## src/hdl/rdce_pkg.sv

```systemverilog
// package of constants and types for the direct command executor
package rdce_pkg;
	// command codes (block-local encoding)
	localparam logic [3:0] CMD_SQUELCH    = 4'h1;
	localparam logic [3:0] CMD_GAIN_RESET = 4'h2;
	localparam logic [3:0] CMD_REG_ADJUST = 4'h3;
	localparam logic [3:0] CMD_CAL_MOD    = 4'h4;
	localparam logic [3:0] CMD_CAL_ANT    = 4'h5;
	localparam logic [3:0] CMD_MEAS_PHASE = 4'h6;
	localparam logic [3:0] CMD_RSSI_CLEAR = 4'h7;
	localparam logic [3:0] CMD_TRANSP     = 4'h8;
	localparam logic [3:0] CMD_CAL_CAPS   = 4'h9;
	localparam logic [3:0] CMD_MEAS_CAP   = 4'hA;
	localparam logic [3:0] CMD_MEAS_SUP   = 4'hB;
	localparam logic [3:0] CMD_TEST_ACC   = 4'hC;
	localparam logic [3:0] CMD_MEAS_AMP   = 4'hD;
	// register map (word byte addresses)
	localparam logic [3:0] ADDR_CMD    = 4'h0;
	localparam logic [3:0] ADDR_CTRL   = 4'h4;
	localparam logic [3:0] ADDR_STATUS = 4'h8;
	localparam logic [3:0] ADDR_RESULT = 4'hC;
	// control register field positions
	localparam int CTRL_EN_BIT   = 7;
	localparam int CTRL_EXTREG   = 8;
	localparam int CTRL_SUP5V    = 9;
	localparam int CTRL_MPSV_LO  = 10;
	localparam int CTRL_MPSV_HI  = 11;
	localparam int CTRL_GAIN_LSB = 12;
	localparam int CTRL_MOD_LSB  = 16;
	localparam int CTRL_MCAL_LSB = 24;
	localparam logic [31:0] CTRL_RESET = 32'h0000_0000;
	// regulator setting codes in mV
	localparam logic [12:0] REG5_MAX  = 13'h13EC; // 5100
	localparam logic [12:0] REG5_MIN  = 13'h0F3C; // 3900
	localparam logic [12:0] REG5_STEP = 13'h0078; // 120
	localparam logic [12:0] REG3_MAX  = 13'h0D48; // 3400
	localparam logic [12:0] REG3_MIN  = 13'h0960; // 2400
	localparam logic [12:0] REG3_STEP = 13'h0064; // 100
	localparam logic [12:0] MARGIN_MV = 13'h00FA; // 250
	// timing
	localparam int CLK_MHZ        = 100;
	localparam int T_SQUELCH_US   = 500;
	localparam int T_REG_STEP_US  = 300;
	localparam int T_REG_MAX_US   = 5000;
	localparam int T_CALMOD_US    = 275;
	localparam int T_CALANT_US    = 250;
	localparam int T_MEAS_US      = 25;
	localparam int T_CALCAP_US    = 3000;
	localparam int T_MEASCAP_US   = 250;
	localparam int CYC_SQUELCH    = T_SQUELCH_US * CLK_MHZ;
	localparam int CYC_REG_STEP   = T_REG_STEP_US * CLK_MHZ;
	localparam int CYC_REG_MAX    = T_REG_MAX_US * CLK_MHZ;
	localparam int CYC_CALMOD     = T_CALMOD_US * CLK_MHZ;
	localparam int CYC_CALANT     = T_CALANT_US * CLK_MHZ;
	localparam int CYC_MEAS       = T_MEAS_US * CLK_MHZ;
	localparam int CYC_CALCAP     = T_CALCAP_US * CLK_MHZ;
	localparam int CYC_MEASCAP    = T_MEASCAP_US * CLK_MHZ;
	// sequencer states
	typedef enum logic [1:0] {
		ST_IDLE = 2'b00,
		ST_RUN  = 2'b01,
		ST_REG  = 2'b10,
		ST_DONE = 2'b11
	} rdce_state_t;
endpackage : rdce_pkg

```

## src/hdl/rdce_top.sv

```systemverilog
// direct command executor with avalon-mm register slave
// Overview of operation
// squelch needs tx/rx, runs only when rx idle
// gain reset clears squelch, loads manual gain
// most commands need enable and oscillator stable
// regulator starts max, steps down every 300us
// step 120/100 mV, floor 3.9/2.4 V
// external regulator rejects adjust; irq, 5 ms
// modulation calibration writes depth back, irq
// antenna calibration sets trim pins, 250us
// phase measurement into result, 25us, irq
// phase saturates FFh low, 00h high
// phase step 0.468 degrees of carrier
// rssi cleared on rx rise or command
// transparent while select high after command
// capsense cal only when manual bits zero
// capacitance measurement 250us, irq, no chaining
// supply measurement selects one of four
// only gain reset and rssi clear chain
// irq only after long commands finish
// test access enables test registers and pins
// amplitude measurement 25us with irq
// rejected command changes nothing
`timescale 1ns/1ps
module rdce_top
	import rdce_pkg::*;
#(
	parameter int SQUELCH_CYC = CYC_SQUELCH,
	parameter int REG_STEP_CYC = CYC_REG_STEP,
	parameter int CALMOD_CYC = CYC_CALMOD,
	parameter int CALANT_CYC = CYC_CALANT,
	parameter int CALCAP_CYC = CYC_CALCAP,
	parameter int MEASCAP_CYC = CYC_MEASCAP
) (
	// clock and reset
	input  wire logic        ref_clk_i,
	input  wire logic        reset_i,
	// avalon-mm slave
	input  wire logic [3:0]  avs_address_i,
	input  wire logic        avs_read_i,
	input  wire logic        avs_write_i,
	input  wire logic [31:0] avs_writedata_i,
	output logic      [31:0] avs_readdata_o,
	output logic             avs_waitrequest_o,
	// asynchronous status from the front end
	input  wire logic        osc_stable_i,
	input  wire logic        tx_on_i,
	input  wire logic        rx_en_i,
	input  wire logic        receive_active_i,
	input  wire logic        spi_select_i,
	input  wire logic        reg_ok_i,
	input  wire logic        ant_in_tune_i,
	input  wire logic [7:0]  adc_value_i,
	// analog controls and results
	output logic             irq_o,
	output logic             chain_ok_o,
	output logic [12:0]      reg_setting_o,
	output logic [5:0]       antenna_trim_pins_o,
	output logic [2:0]       adc_route_o,
	output logic             squelch_o,
	output logic             rssi_clear_o,
	output logic             transparent_o,
	output logic             test_access_o,
	output logic             test_observe_pin_a_o,
	output logic             test_observe_pin_b_o
);
	rdce_state_t state_q;
	logic [31:0] ctrl_q;
	logic [7:0]  result_q;
	logic [7:0]  gain_q;
	logic [3:0]  cmd_q;
	logic [18:0] cnt_q;
	logic [18:0] tot_q;
	logic        irq_q;
	logic        transp_arm_q;
	logic        sel_prev_q;
	logic        act_prev_q;
	logic [12:0] reg_q;
	logic [5:0]  trim_q;
	logic [14:0] s1_q;
	logic [14:0] s2_q;
	logic [7:0]  adc1_q;
	logic [7:0]  adc_q;
	logic osc_s, tx_s, rx_s, act_s, sel_s, regok_s, tune_s;
	logic wr, rd, wcmd, accept, gated, sup5;
	logic rd_wait_q, rd_take;

	assign sup5 = ctrl_q[CTRL_SUP5V];
	// two flop synchronisers for every front-end input
	always_ff @(posedge ref_clk_i) begin
		s1_q <= {osc_stable_i, tx_on_i, rx_en_i, receive_active_i, spi_select_i,
			reg_ok_i, ant_in_tune_i, 8'h00};
		s2_q <= s1_q;
		adc1_q <= adc_value_i;
		adc_q <= adc1_q;
	end
	assign {osc_s, tx_s, rx_s, act_s, sel_s, regok_s, tune_s} = s2_q[14:8];

	// bus decode, one wait state on reads so read data stand when taken
	always_ff @(posedge ref_clk_i) begin
		if (reset_i) begin
			rd_wait_q <= 1'b0;
		end else begin
			rd_wait_q <= avs_read_i && !rd_wait_q;
		end
	end
	assign avs_waitrequest_o = avs_read_i && !rd_wait_q;
	assign wr = avs_write_i;
	assign rd = avs_read_i;
	assign rd_take = rd && rd_wait_q; // read completes at this edge
	assign wcmd = wr && (avs_address_i == ADDR_CMD);
	assign gated = ctrl_q[CTRL_EN_BIT] && osc_s;

	// acceptance check per command
	function automatic logic ok_cmd(input logic [3:0] c, input logic g, input logic e,
		input logic t, input logic r, input logic [7:0] m);
		unique case (c)
			CMD_SQUELCH:    ok_cmd = t && r;
			CMD_REG_ADJUST: ok_cmd = g && !e;
			CMD_CAL_CAPS:   ok_cmd = (m == 8'h00);
			CMD_MEAS_CAP, CMD_TEST_ACC: ok_cmd = 1'b1;
			CMD_GAIN_RESET, CMD_CAL_MOD, CMD_CAL_ANT, CMD_MEAS_PHASE,
			CMD_RSSI_CLEAR, CMD_TRANSP, CMD_MEAS_SUP, CMD_MEAS_AMP: ok_cmd = g;
			default:        ok_cmd = 1'b0;
		endcase
	endfunction : ok_cmd

	// duration of a timed command in cycles
	function automatic logic [18:0] dur(input logic [3:0] c);
		unique case (c)
			CMD_SQUELCH:  dur = 19'(SQUELCH_CYC);
			CMD_CAL_MOD:  dur = 19'(CALMOD_CYC);
			CMD_CAL_ANT:  dur = 19'(CALANT_CYC);
			CMD_CAL_CAPS: dur = 19'(CALCAP_CYC);
			CMD_MEAS_CAP: dur = 19'(MEASCAP_CYC);
			default:      dur = 19'(CYC_MEAS);
		endcase
	endfunction : dur

	// a gain reset may also break into a running squelch
	assign accept = wcmd && (state_q == ST_IDLE
		|| (state_q == ST_RUN && cmd_q == CMD_SQUELCH
		&& avs_writedata_i[3:0] == CMD_GAIN_RESET))
		&& ok_cmd(avs_writedata_i[3:0], gated, ctrl_q[CTRL_EXTREG], tx_s, rx_s,
			ctrl_q[CTRL_MCAL_LSB +: 8]);

	// control register
	always_ff @(posedge ref_clk_i) begin
		if (reset_i) begin
			ctrl_q <= CTRL_RESET;
		end else if (wr && avs_address_i == ADDR_CTRL) begin
			ctrl_q <= avs_writedata_i;
		end else if (state_q == ST_DONE && cmd_q == CMD_CAL_MOD) begin
			ctrl_q[CTRL_MOD_LSB +: 8] <= adc_q;
		end
	end

	// sequencer
	always_ff @(posedge ref_clk_i) begin
		if (reset_i) begin
			state_q <= ST_IDLE;
			cmd_q <= 4'h0;
			cnt_q <= 19'h0;
			tot_q <= 19'h0;
			reg_q <= REG3_MAX;
		end else begin
			unique case (state_q)
				ST_IDLE: begin
					if (accept) begin
						cmd_q <= avs_writedata_i[3:0];
						cnt_q <= dur(avs_writedata_i[3:0]);
						tot_q <= 19'h0;
						if (avs_writedata_i[3:0] == CMD_REG_ADJUST) begin
							reg_q <= sup5 ? REG5_MAX : REG3_MAX;
							cnt_q <= 19'(REG_STEP_CYC);
							state_q <= ST_REG;
						end else if (avs_writedata_i[3:0] == CMD_SQUELCH
							|| avs_writedata_i[3:0] == CMD_CAL_MOD
							|| avs_writedata_i[3:0] == CMD_CAL_ANT
							|| avs_writedata_i[3:0] == CMD_MEAS_PHASE
							|| avs_writedata_i[3:0] >= CMD_CAL_CAPS
							&& avs_writedata_i[3:0] != CMD_TEST_ACC) begin
							state_q <= ST_RUN;
						end
					end
				end
				ST_RUN: begin
					cnt_q <= cnt_q - 19'h1;
					// squelch aborts when receive activity appears
					if (cnt_q == 19'h1 || (cmd_q == CMD_SQUELCH && act_s)) begin
						state_q <= ST_DONE;
					end
					// antenna finishes early once tank resonates
					if (cmd_q == CMD_CAL_ANT && tune_s) begin
						state_q <= ST_DONE;
					end
					// gain reset stops the squelch, no irq
					if (accept) begin
						cmd_q <= CMD_GAIN_RESET;
						state_q <= ST_IDLE;
					end
				end
				ST_REG: begin
					cnt_q <= cnt_q - 19'h1;
					tot_q <= tot_q + 19'h1;
					if (cnt_q == 19'h1) begin
						cnt_q <= 19'(REG_STEP_CYC);
						// step down while margin missing
						if (regok_s || reg_q <= (sup5 ? REG5_MIN : REG3_MIN)) begin
							state_q <= ST_DONE;
						end else begin
							reg_q <= reg_q - (sup5 ? REG5_STEP : REG3_STEP);
						end
					end
					if (tot_q >= 19'(CYC_REG_MAX - 1)) begin
						state_q <= ST_DONE;
					end
				end
				ST_DONE: state_q <= ST_IDLE;
			endcase
		end
	end

	// antenna trim walks until resonance
	always_ff @(posedge ref_clk_i) begin
		if (reset_i) begin
			trim_q <= 6'h00;
		end else if (state_q == ST_RUN && cmd_q == CMD_CAL_ANT && !tune_s) begin
			trim_q <= trim_q + 6'h01;
		end
	end

	// result register from converter
	always_ff @(posedge ref_clk_i) begin
		if (reset_i) begin
			result_q <= 8'h00;
		end else if (state_q == ST_DONE && (cmd_q == CMD_MEAS_PHASE
			|| cmd_q == CMD_MEAS_SUP || cmd_q == CMD_MEAS_AMP)) begin
			result_q <= adc_q;
		end
	end

	// completion interrupt, set wins over read clear
	always_ff @(posedge ref_clk_i) begin
		if (reset_i) begin
			irq_q <= 1'b0;
		end else if (state_q == ST_DONE && cmd_q != CMD_SQUELCH) begin
			irq_q <= 1'b1;
		end else if (rd_take && avs_address_i == ADDR_STATUS) begin
			irq_q <= 1'b0;
		end
	end

	// gain, transparent, rssi, test access
	always_ff @(posedge ref_clk_i) begin
		if (reset_i) begin
			gain_q <= 8'h00;
			transp_arm_q <= 1'b0;
			sel_prev_q <= 1'b0;
			act_prev_q <= 1'b0;
			rssi_clear_o <= 1'b0;
			test_access_o <= 1'b0;
			transparent_o <= 1'b0;
		end else begin
			sel_prev_q <= sel_s;
			act_prev_q <= act_s;
			rssi_clear_o <= (act_s && !act_prev_q)
				|| (accept && avs_writedata_i[3:0] == CMD_RSSI_CLEAR);
			if (accept && avs_writedata_i[3:0] == CMD_GAIN_RESET) begin
				gain_q <= {4'h0, ctrl_q[CTRL_GAIN_LSB +: 4]};
			end
			if (accept && avs_writedata_i[3:0] == CMD_TEST_ACC) begin
				test_access_o <= 1'b1;
			end
			if (accept && avs_writedata_i[3:0] == CMD_TRANSP) begin
				transp_arm_q <= 1'b1;
			end
			if (transp_arm_q && sel_s && !sel_prev_q) begin
				transparent_o <= 1'b1;
				transp_arm_q <= 1'b0;
			end else if (!sel_s) begin
				transparent_o <= 1'b0;
			end
		end
	end

	// read data mux
	always_ff @(posedge ref_clk_i) begin
		if (reset_i) begin
			avs_readdata_o <= 32'h0;
		end else if (rd && !rd_wait_q) begin
			unique case (avs_address_i)
				ADDR_CTRL:   avs_readdata_o <= ctrl_q;
				ADDR_STATUS: avs_readdata_o <= {22'h0, gain_q, state_q != ST_IDLE, irq_q};
				ADDR_RESULT: avs_readdata_o <= {24'h0, result_q};
				default:     avs_readdata_o <= 32'h0;
			endcase
		end
	end

	assign irq_o = irq_q;
	// only gain reset and rssi clear allow chaining
	assign chain_ok_o = (state_q == ST_IDLE)
		&& (cmd_q == CMD_GAIN_RESET || cmd_q == CMD_RSSI_CLEAR);
	assign reg_setting_o = reg_q;
	assign antenna_trim_pins_o = trim_q;
	assign squelch_o = (state_q == ST_RUN) && (cmd_q == CMD_SQUELCH) && !act_s;
	assign adc_route_o = (cmd_q == CMD_MEAS_SUP)
		? {1'b1, ctrl_q[CTRL_MPSV_HI], ctrl_q[CTRL_MPSV_LO]} : 3'b000;
	assign test_observe_pin_a_o = test_access_o && rx_s;
	assign test_observe_pin_b_o = test_access_o && tx_s;

	AST_IRQ_AFTER_DONE: assert property (@(posedge ref_clk_i) disable iff (reset_i)
		state_q == ST_DONE && cmd_q == CMD_MEAS_PHASE |=> irq_q)
		else $error("phase done without irq");
	AST_SQUELCH_NO_IRQ: assert property (@(posedge ref_clk_i) disable iff (reset_i)
		state_q == ST_DONE && cmd_q == CMD_SQUELCH && !irq_q |=> !irq_q)
		else $error("squelch raised irq");
	AST_REG_REJECT: assert property (@(posedge ref_clk_i) disable iff (reset_i)
		wcmd && avs_writedata_i[3:0] == CMD_REG_ADJUST && ctrl_q[CTRL_EXTREG]
		&& state_q == ST_IDLE
		|=> state_q != ST_REG)
		else $error("adjust accepted with external regulator");
	AST_GATED: assert property (@(posedge ref_clk_i) disable iff (reset_i)
		wcmd && !gated && avs_writedata_i[3:0] == CMD_MEAS_PHASE
		&& state_q == ST_IDLE |=> state_q == ST_IDLE)
		else $error("command ran while disabled");
	AST_REG_FLOOR: assert property (@(posedge ref_clk_i) disable iff (reset_i)
		state_q == ST_REG |-> reg_q >= (sup5 ? REG5_MIN : REG3_MIN))
		else $error("regulator below floor");
	AST_REG_START: assert property (@(posedge ref_clk_i) disable iff (reset_i)
		accept && avs_writedata_i[3:0] == CMD_REG_ADJUST
		|=> reg_q == (sup5 ? REG5_MAX : REG3_MAX))
		else $error("regulator not at max");
	AST_CAPS_MANUAL: assert property (@(posedge ref_clk_i) disable iff (reset_i)
		wcmd && avs_writedata_i[3:0] == CMD_CAL_CAPS && ctrl_q[CTRL_MCAL_LSB +: 8] != 8'h00
		|-> !accept)
		else $error("capsense cal in manual mode");
	AST_CHAIN: assert property (@(posedge ref_clk_i) disable iff (reset_i)
		chain_ok_o |-> cmd_q != CMD_MEAS_CAP && cmd_q != CMD_REG_ADJUST)
		else $error("chaining allowed wrongly");
	AST_TRANSP_DROP: assert property (@(posedge ref_clk_i) disable iff (reset_i)
		transparent_o && !sel_s |=> !transparent_o)
		else $error("transparent held without select");
	COV_PHASE: cover property (@(posedge ref_clk_i) state_q == ST_DONE && cmd_q == CMD_MEAS_PHASE);
	COV_REG: cover property (@(posedge ref_clk_i) state_q == ST_DONE && cmd_q == CMD_REG_ADJUST);
	COV_TRANSP: cover property (@(posedge ref_clk_i) transparent_o);
	COV_SQ_ABORT: cover property (@(posedge ref_clk_i) accept && state_q == ST_RUN);
	COV_ANT: cover property (@(posedge ref_clk_i) state_q == ST_DONE && cmd_q == CMD_CAL_ANT);

	// bus, abort, rssi, result, irq, test pin, transparent and trim checks
	AST_RD_WAIT: assert property (@(posedge ref_clk_i) disable iff (reset_i)
		$rose(avs_read_i) |-> avs_waitrequest_o)
		else $error("read taken without wait state");
	AST_GAIN_ABORT: assert property (@(posedge ref_clk_i) disable iff (reset_i)
		accept && state_q == ST_RUN |=> state_q == ST_IDLE && !squelch_o)
		else $error("gain reset did not stop squelch");
	AST_RSSI_RISE: assert property (@(posedge ref_clk_i) disable iff (reset_i)
		act_s && !act_prev_q |=> rssi_clear_o)
		else $error("rssi not cleared on receive start");
	AST_RESULT_LOAD: assert property (@(posedge ref_clk_i) disable iff (reset_i)
		state_q == ST_DONE && cmd_q == CMD_MEAS_SUP |=> result_q == $past(adc_q))
		else $error("supply result not stored");
	AST_IRQ_CLEAR: assert property (@(posedge ref_clk_i) disable iff (reset_i)
		rd_take && avs_address_i == ADDR_STATUS
		&& !(state_q == ST_DONE && cmd_q != CMD_SQUELCH) |=> !irq_q)
		else $error("status read left irq set");
	AST_CHAIN_NO_IRQ: assert property (@(posedge ref_clk_i) disable iff (reset_i)
		accept && !irq_q && (avs_writedata_i[3:0] == CMD_GAIN_RESET
		|| avs_writedata_i[3:0] == CMD_RSSI_CLEAR) |=> !irq_q)
		else $error("chainable command raised irq");
	AST_TEST_PINS: assert property (@(posedge ref_clk_i) disable iff (reset_i)
		!test_access_o |-> !test_observe_pin_a_o && !test_observe_pin_b_o)
		else $error("test pins active without test access");
	AST_TRANSP_ENTRY: assert property (@(posedge ref_clk_i) disable iff (reset_i)
		transp_arm_q && sel_s && !sel_prev_q |=> transparent_o)
		else $error("transparent not entered on select rise");
	AST_TRIM_HOLD: assert property (@(posedge ref_clk_i) disable iff (reset_i)
		state_q != ST_RUN |=> $stable(trim_q))
		else $error("trim moved outside calibration");
endmodule : rdce_top

```

## config.mk

```make
export PLATFORM = sky130hd
export DESIGN_NAME = rdce_top
export DESIGN_NICKNAME = d
export VERILOG_FILES = /design/src/hdl/rdce_pkg.sv /design/src/hdl/rdce_top.sv
export SDC_FILE = /design/constraint.sdc
export NUM_CORES = 1
export LEC_CHECK = 0
export ABC_CLOCK_PERIOD_IN_PS = 5650
export BUFFER_PORTS_ARGS = -buffer_cell sky130_fd_sc_hd__buf_2
export CAP_MARGIN = 20
export CORE_MARGIN = 5
export CORE_UTILIZATION = 30
export DETAILED_ROUTE_END_ITERATION = 16
export GPL_TIMING_DRIVEN = 0
export SLEW_MARGIN = 15
export SYNTH_ARGS = -nofsm -noshare
export SYNTH_HDL_FRONTEND = slang
export SYNTH_SLANG_ARGS = --single-unit
```

## constraint.sdc

```tcl
create_clock -name ref_clk_i -period 5.65 [get_ports ref_clk_i]
set_clock_uncertainty 0.1 [all_clocks]
set_input_delay 0.8475 -clock ref_clk_i [delete_from_list [all_inputs] [get_ports ref_clk_i]]
set_output_delay 0.8475 -clock ref_clk_i [all_outputs]
set_load 0.02 [all_outputs]
```

==> results of run 1 <==
-- registers in the layout, summed over array words and instances (netlist names), 2 cells and up --
name,count
adc1_q,8
adc_q,8
antenna_trim_pins_o,6
avs_readdata_o,32
cmd_q,4
cnt_q,19
ctrl_q,32
gain_q,4
reg_setting_o,11
result_q,8
s1_q,7
s2_q,7
state_q,2
tot_q,19
-- synth_stat cells (all sizes together), types with 12 or more instances --
library cell    n
dfxtp         175
nor2          125
nand2         109
a21oi          71
o21ai          43
clkbuf         42
mux2i          32
a22oi          29
nor3           26
inv            22
nand3          17
xnor2          17
ha             16
xor2           16
a211oi         13
buf            12
nor2b          12
-- power groups by stage --
stage | combinational [mW] | clock (mW) | sequential [mW]
floorplan | 0.293 | 0 | 1.31
global placement | 0.399 | 0 | 1.32
detailed placement | 0.401 | 0 | 1.32
CTS | 0.402 | 1.24 | 1.29
global route | 0.453 | 1.29 | 1.30
finish | 0.407 | 1.22 | 1.29
-- worst reg2reg max path: cells and delay by family (launching register included) --
family                 cells  cell delay (ns)
AND/OR/NAND/NOR            3             1.37
AO/OA/AOI/OAI              4             0.76
flip-flops                 1             0.37
buffers and inverters      1             0.33
-- area by class of cell --
type / count / area, sq um
Fill cell: 2709 / 16400
Clock buffer: 17 / 425
Tap cell: 335 / 419
Buffer: 55 / 231
Timing Repair Buffer: 110 / 551
Multi-Input combinational cell: 670 / 4010
Clock inverter: 15 / 196
Inverter: 23 / 86.3
Sequential cell: 175 / 3500
-- through the flow --
step | util | area, sq um | setup slack (ns)
after floorplan | - | 7830 | 2.82
after global placement | 0.341 | 8800 | 2.26
after detailed placement | 0.341 | 8800 | 2.25
after CTS | 0.365 | 9420 | 2.59
after global routing | 0.365 | 9420 | 2.31
final | 0.365 | 9420 | 2.53
-- per-layer routing --
layer	up-vias	track usage	wire, um
li1	3515	-	-
met1	3400	0.220	11100
met2	208	0.238	10400
met3	28	0.0313	1160
met4	0	0.0444	387
met5	-	0	0
-- cell families after synthesis --
family	synth area share
simple gates	0.230
compound gates	0.176
mux	0.0409
xor+xnor	0.0369
flops	0.448
buf+inv	0.0406
other cells	0.000479
fa+ha+maj	0.0281
-- path summary, 6_finish.rpt --
check | end | slack (ns) | cells past startpoint
max reg2reg | cnt_q[6] | 2.58 | 8
min reg2reg | adc_q[0] | 0.23 | 0
max | avs_waitrequest_o | 2.53 | 6
min | adc_q[0] | 0.23 | 0
==> results.md, run 1 <==
* Final-stage net count at 1124
* Combined area of all synthesized cells at 7830 sq um
* PD cells at 310 nW/um^2
* Wire length after detailed routing at 23000 um
* Synthesized instance count at 922
* Library cell with the largest summed area after synthesis: sky130_fd_sc_hd__dfxtp_1
* Via count of the first global-routing pass at 6623
* Cell chain of the critical path: buf_2 -> nand2b_1 -> clkbuf_1 -> clkbuf_1 -> inv_1 -> buf_2
* Fraction of final layout cells with drive strength greater than 1 at 0.160
* Routability congestion estimate from global placement at 0.872
* Detailed-route vias per instance at 5.11
* Number of clock sinks at 175
* Commonest non-fill, non-tap cells in the layout: sky130_fd_sc_hd__dfxtp_1 (175), sky130_fd_sc_hd__nor2_1 (125), sky130_fd_sc_hd__buf_2 (119)
* Dominant cells by area after synthesis: sky130_fd_sc_hd__dfxtp_1 (45%), sky130_fd_sc_hd__nor2_1 (6.0%), sky130_fd_sc_hd__nand2_1 (5.2%), sky130_fd_sc_hd__a21oi_1 (4.4%), sky130_fd_sc_hd__mux2i_1 (4.1%)
* Clk buf depth at 2
* Worst path required time at 4.70 ns
* Setup violations, final at 0
* Worst vdd rail ir drop at 0.188 mV
* Overall die area at 29400 sq um
* Overall die width at 172 um
* Cell at the root of the clock tree: sky130_fd_sc_hd__clkbuf_16
* Cell with the largest stage delay on the worst path: sky130_fd_sc_hd__clkbuf_1
* Fraction of post-synthesis cell area in the top cell type by area at 0.448
* Count of pins over their slew limit at 0
* Starting Density at 0.303
* Most common library cell in the layout ignoring fill and taps: sky130_fd_sc_hd__dfxtp_1
* Portion of total power attributed to sequential cells at 0.442
* Number of DRC markers in iteration 0 at 536
* Synthesized area per cell at 8.49 sq um
* Level count of the clock H-tree at 4
* Arrival time of the worst setup path at 2.18 ns
* Hold violation count in the final report at 0
* Critical Path Start Type: input pin
* FFs w/ async S/R, synth at 0
* Die extent in y at 172 um
* Placed Cells at 1368
* Number of antenna violations at the first check in global routing at 0
* Crit path max-delay family: buffers and inverters
* Worst Hold Slack at 0.229 ns
* Source of the worst register-to-register timing path: cnt_q[5]
* Number of buffers created by CTS at 17
* Row count at 59
* Minimum clock period at 3.12 ns
* Estimated wirelength of the detail-placed design at 17300 um
* CP bufs+invs at 5
* Setup bufs post-CTS at 0
* Number of violations of the max-capacitance limit at 0
* Top_reg_cell synth: sky130_fd_sc_hd__dfxtp_1
* Combinational fraction of design power at 0.139
* RSZ-0062 raised after global routing: false
* Final worst-path cycle share at 0.553
* Number of synthesis warnings at 0
* Ports placed on the boundary at 118
* CTS resizes at 0
* Worst relative slew slack at 0.282
* Post-synth EDFFs at 0
* Count of unresolved DRC violations after routing at 0
* Net Switching at 0.871 mW
* Pin count of the biggest net entering global routing at 20
* Post-synthesis sequential area ratio at 0.448
* Area growth, synth to finish at 20.4%
* Worst-skew pair later-pin latency at 0.44 ns
* Wire length of the first global-routing pass at 36300 um
* Number of vias in the routed layout at 7151
* Proportion of power drawn by the clock network at 0.418
* Count of antenna-violating nets left after detailed routing at 0
* Slew @ Worst Pin at 1.07 ns
* Switching Share at 0.298
* Overall power of the completed layout at 2.92 mW
* Total routing usage reported by global routing at 0.155
* Max frequency at 320 MHz
* Aggregate negative setup slack at 0 ns
* Std-Cell Core Area at 25800 sq um
* Detailed-route wire length per cell at 16.4 um
* Register bit count reported by yosys at 175
* Kind of path behind the tightest hold check: reg -> reg
* Final cell count without fillers at 1400
* Maximum single-stage delay on the critical path at 0.50 ns
* Kind of critical path: in -> out
* Total iterations of the first detailed-routing run at 6
* Clock-pin slew on the worst setup and hold paths at 0.07 ns
* Startpoint of the worst setup timing path: avs_read_i
* Clock tree from TritonCTS: yes
* Number of library cell types mapped by synthesis at 75
* Port-buffer cells at 110
* Cell internal power dissipation at 2.05 mW
* Outcome: finished clean
* Worst Min Path Start: adc1_q[0]
* Cts hold-fix bufs at 0
* Category of the worst setup path capture point: output pin
* Leakage power figure at 3.66 nW
* Total overflow reported by the global router at 0
* Total inserted antenna cells at 0
* Critical path peak fanout at 10
Note: power is estimated with default switching activity, not from simulation.
==> run 2: changes to the inputs <==
--- a/config.mk
+++ b/config.mk
@@ -5,7 +5,7 @@
 export SDC_FILE = /design/constraint.sdc
 export NUM_CORES = 1
 export LEC_CHECK = 0
-export ABC_CLOCK_PERIOD_IN_PS = 5650
+export ABC_CLOCK_PERIOD_IN_PS = 2900
 export BUFFER_PORTS_ARGS = -buffer_cell sky130_fd_sc_hd__buf_2
 export CAP_MARGIN = 20
 export CORE_MARGIN = 5
==> constraint.sdc (replaced) <==
create_clock -name ref_clk_i -period 2.9 [get_ports ref_clk_i]
set_clock_uncertainty 0.1 [all_clocks]
set_input_delay 0.435 -clock ref_clk_i [delete_from_list [all_inputs] [get_ports ref_clk_i]]
set_output_delay 0.435 -clock ref_clk_i [all_outputs]
set_load 0.02 [all_outputs]
==> run 2 against run 1 <==
  * Sequential share of layout area fell by 0.70 points
  * First-iteration DRC count decreased by 17%
  * Clock power rose by 95%
  * Via count up 0.34%
  * Combinational power is 100% higher
  * Sequential power rose by 96%
  * Critical path depth is 1 higher
  * Global-route usage is 0.11 points higher
  * Setup slack got worse by 2.3 ns
  * Non-clock buffer count up 15
  * Critical path type is now reg -> reg
  * Critical endpoint is now reg_setting_o[10]
==> results.md, run 2 (synthesis results as in run 1) <==
* Fraction of final layout cells with drive strength greater than 1 at 0.161 (+0.00149)
* Count of unresolved DRC violations after routing at 0 (unchanged)
* Leakage power figure at 3.73 nW (+2.0%)
* Number of vias in the routed layout at 7175 (+0.34%)
* Worst Min Path Start: avs_writedata_i[27]
* Number of buffers created by CTS at 17 (unchanged)
* Crit path max-delay family: compound AO/OA/AOI/OAI gates
* Wire length after detailed routing at 23100 um (+0.63%)
* Ports placed on the boundary at 118 (unchanged)
* Final core utilization at 0.372 (+0.00717)
* Total routing usage reported by global routing at 0.156 (+0.00111)
* Category of the worst setup path capture point: flop
* Total overflow reported by the global router at 0 (unchanged)
* Worst vdd rail ir drop at 0.374 mV (+99%)
* Total inserted antenna cells at 0 (unchanged)
* CP bufs+invs at 0 (-5)
* Overall die width at 172 um (unchanged)
* Number of violations of the max-capacitance limit at 0 (unchanged)
* Via count of the first global-routing pass at 6697 (+1.1%)
* Most common library cell in the layout ignoring fill and taps: sky130_fd_sc_hd__dfxtp_1
* Final cell count without fillers at 1415 (+1.1%)
* Minimum clock period at 2.70 ns
* Placed Cells at 1368 (unchanged)
* Registers with the most flip-flops: avs_readdata_o: 32 flops, ctrl_q: 32 flops
* Cell at the root of the clock tree: sky130_fd_sc_hd__clkbuf_16
* Count of pins over their slew limit at 0 (unchanged)
* Area growth, synth to finish at 22.8%
* Seq. cell area at 3500 sq um (about the same)
* Source of the worst register-to-register timing path: ctrl_q[25]
* Detailed-route wire length per cell at 16.4 um (-0.44%)
* Die extent in y at 172 um (unchanged)
* Critical path peak fanout at 8 (-2)
* Final-stage net count at 1139 (+1.3%)
* Total iterations of the first detailed-routing run at 5 (-1)
* Routability congestion estimate from global placement at 0.872 (unchanged)
* Pin count of the biggest net entering global routing at 20 (unchanged)
* Number of DRC markers in iteration 0 at 447 (-17%)
* Minimum setup slack among reg-to-reg paths at 0.20 ns (-2.38 ns)
* Kind of path behind the tightest hold check: in -> reg
* Hold Crit Depth at 3 (+3)
* Count of filler cells inserted in the layout at 2689 (-0.74%)
* Commonest non-fill, non-tap cells in the layout: sky130_fd_sc_hd__dfxtp_1 (174), sky130_fd_sc_hd__nor2_1 (125), sky130_fd_sc_hd__buf_2 (119)
* Clk buf depth at 2 (unchanged)
* Wire length of the first global-routing pass at 36600 um (+0.82%)
* Worst relative slew slack at 0.329 (+0.0466)
* Setup violations, final at 0 (unchanged)
* Outcome: finished clean
* Overall die area at 29400 sq um (unchanged)
* Detailed-route vias per instance at 5.07 (-0.73%)
* Worst r2r dst: reg_setting_o[10]
* Number of antenna violations at the first check in global routing at 0 (unchanged)
* Kind of critical path: reg -> reg
* Worst r2r path cells at 7 (-1)
* Clock-pin slew on the worst setup and hold paths at 0.08 ns (about the same)
* Std-Cell Core Area at 25800 sq um (unchanged)
* Slew @ Worst Pin at 0.999 ns (-0.0677 ns)
* Arrival time of the worst setup path at 2.93 ns (+0.75 ns)
* Max frequency at 370 MHz
* Maximum single-stage delay on the critical path at 0.58 ns (+0.08 ns)
* Level count of the clock H-tree at 4 (unchanged)
* Worst path required time at 3.13 ns (-1.57 ns)
* Cell chain of the critical path: nor4_1 -> nand4b_1 -> o211ai_2 -> nand3_2 -> o21ai_1 -> nand2_2 -> a221o_1
* Clock tree from TritonCTS: yes
* Worst-skew pair later-pin latency at 0.44 ns (about the same)
* Final worst-path cycle share at 0.933
* End point of the worst hold path: ctrl_q[27]
* Row count at 59 (unchanged)
* Critical Path Start Type: flop
* Port-buffer cells at 110 (unchanged)
* Multi-input gate area at 4040 sq um (+0.84%)
* Number of clock sinks at 175 (unchanged)
* Cell with the largest stage delay on the worst path: sky130_fd_sc_hd__o21ai_1
* Hold violation count in the final report at 0 (unchanged)
* Estimated wirelength of the detail-placed design at 17300 um (unchanged)
* PD cells at 597 nW/um^2 (+92%)
* Count of antenna-violating nets left after detailed routing at 0 (unchanged)
* RSZ-0062 raised after global routing: false
* Starting Density at 0.303 (unchanged)
run 2: worst max path at each step:
stage,startpoint,to,slack [ns],depth (start not counted)
after CTS,cnt_q[2],cnt_q[6],0.05,8
after detailed placement,avs_writedata_i[2],tot_q[16],-0.09,9
after global placement,avs_writedata_i[2],tot_q[16],-0.08,9
after global routing,ctrl_q[25],reg_setting_o[10],0.03,7
after floorplan,avs_writedata_i[2],tot_q[16],0.49,9
final,ctrl_q[25],reg_setting_o[10],0.20,7
run 2: worst register-to-register path, stage by stage (launching register included):
cell and delay [ns]:
sky130_fd_sc_hd__dfxtp_1 0.33, sky130_fd_sc_hd__nor4_1 0.42, sky130_fd_sc_hd__nand4b_1 0.21, sky130_fd_sc_hd__o211ai_2 0.19, sky130_fd_sc_hd__nand3_2 0.18, sky130_fd_sc_hd__o21ai_1 0.58, sky130_fd_sc_hd__nand2_2 0.20, sky130_fd_sc_hd__a221o_1 0.38
run 2: metrics by stage:
step                setup TNS (ns)  total power, mW  area [sq um]  setup slack, ns  hold slack [ns]
floorplan                        0             3.13          7830            0.487            0.210
global placement            -0.272             3.35          8800          -0.0817            0.211
detailed placement          -0.450             3.35          8800          -0.0901            0.213
CTS                              0             5.74          9580           0.0543            0.119
global route                     0             5.97          9610           0.0270            0.133
finish                           0             5.73          9610            0.195            0.129
run 2: final cells by class:
cell class,count,area share
buffer,55,0.0241
clock buffer,17,0.0443
clock inverter,15,0.0205
inverter,23,0.00899
multi-input combinational,670,0.421
sequential,175,0.365
tap,335,0.0436
timing repair buffer,125,0.0729
run 2: what timing repair did:
action | in CTS | in global routing
pin swaps | 0 | 0
setup buffers | 0 | 0
endpoints found under the setup margin | 12 | 14
gates resized for setup | 2 | 4
hold buffers | 15 | 0
endpoints found under the hold margin | 15 | 0
run 2: metal layers:
metal,vias to the layer above,track usage,wire length (um)
met5,-,0,0
met4,0,0.0444,304
met3,18,0.0310,1120
met2,186,0.242,10600
met1,3428,0.220,11100
li1,3543,-,-
run 2: power breakdown:
group / leakage [nW] / switching, mW / internal, mW
Clock: 0.292 / 1.13 / 1.25
Combinational: 2.02 / 0.512 / 0.313
Sequential: 1.42 / 0.0609 / 2.47
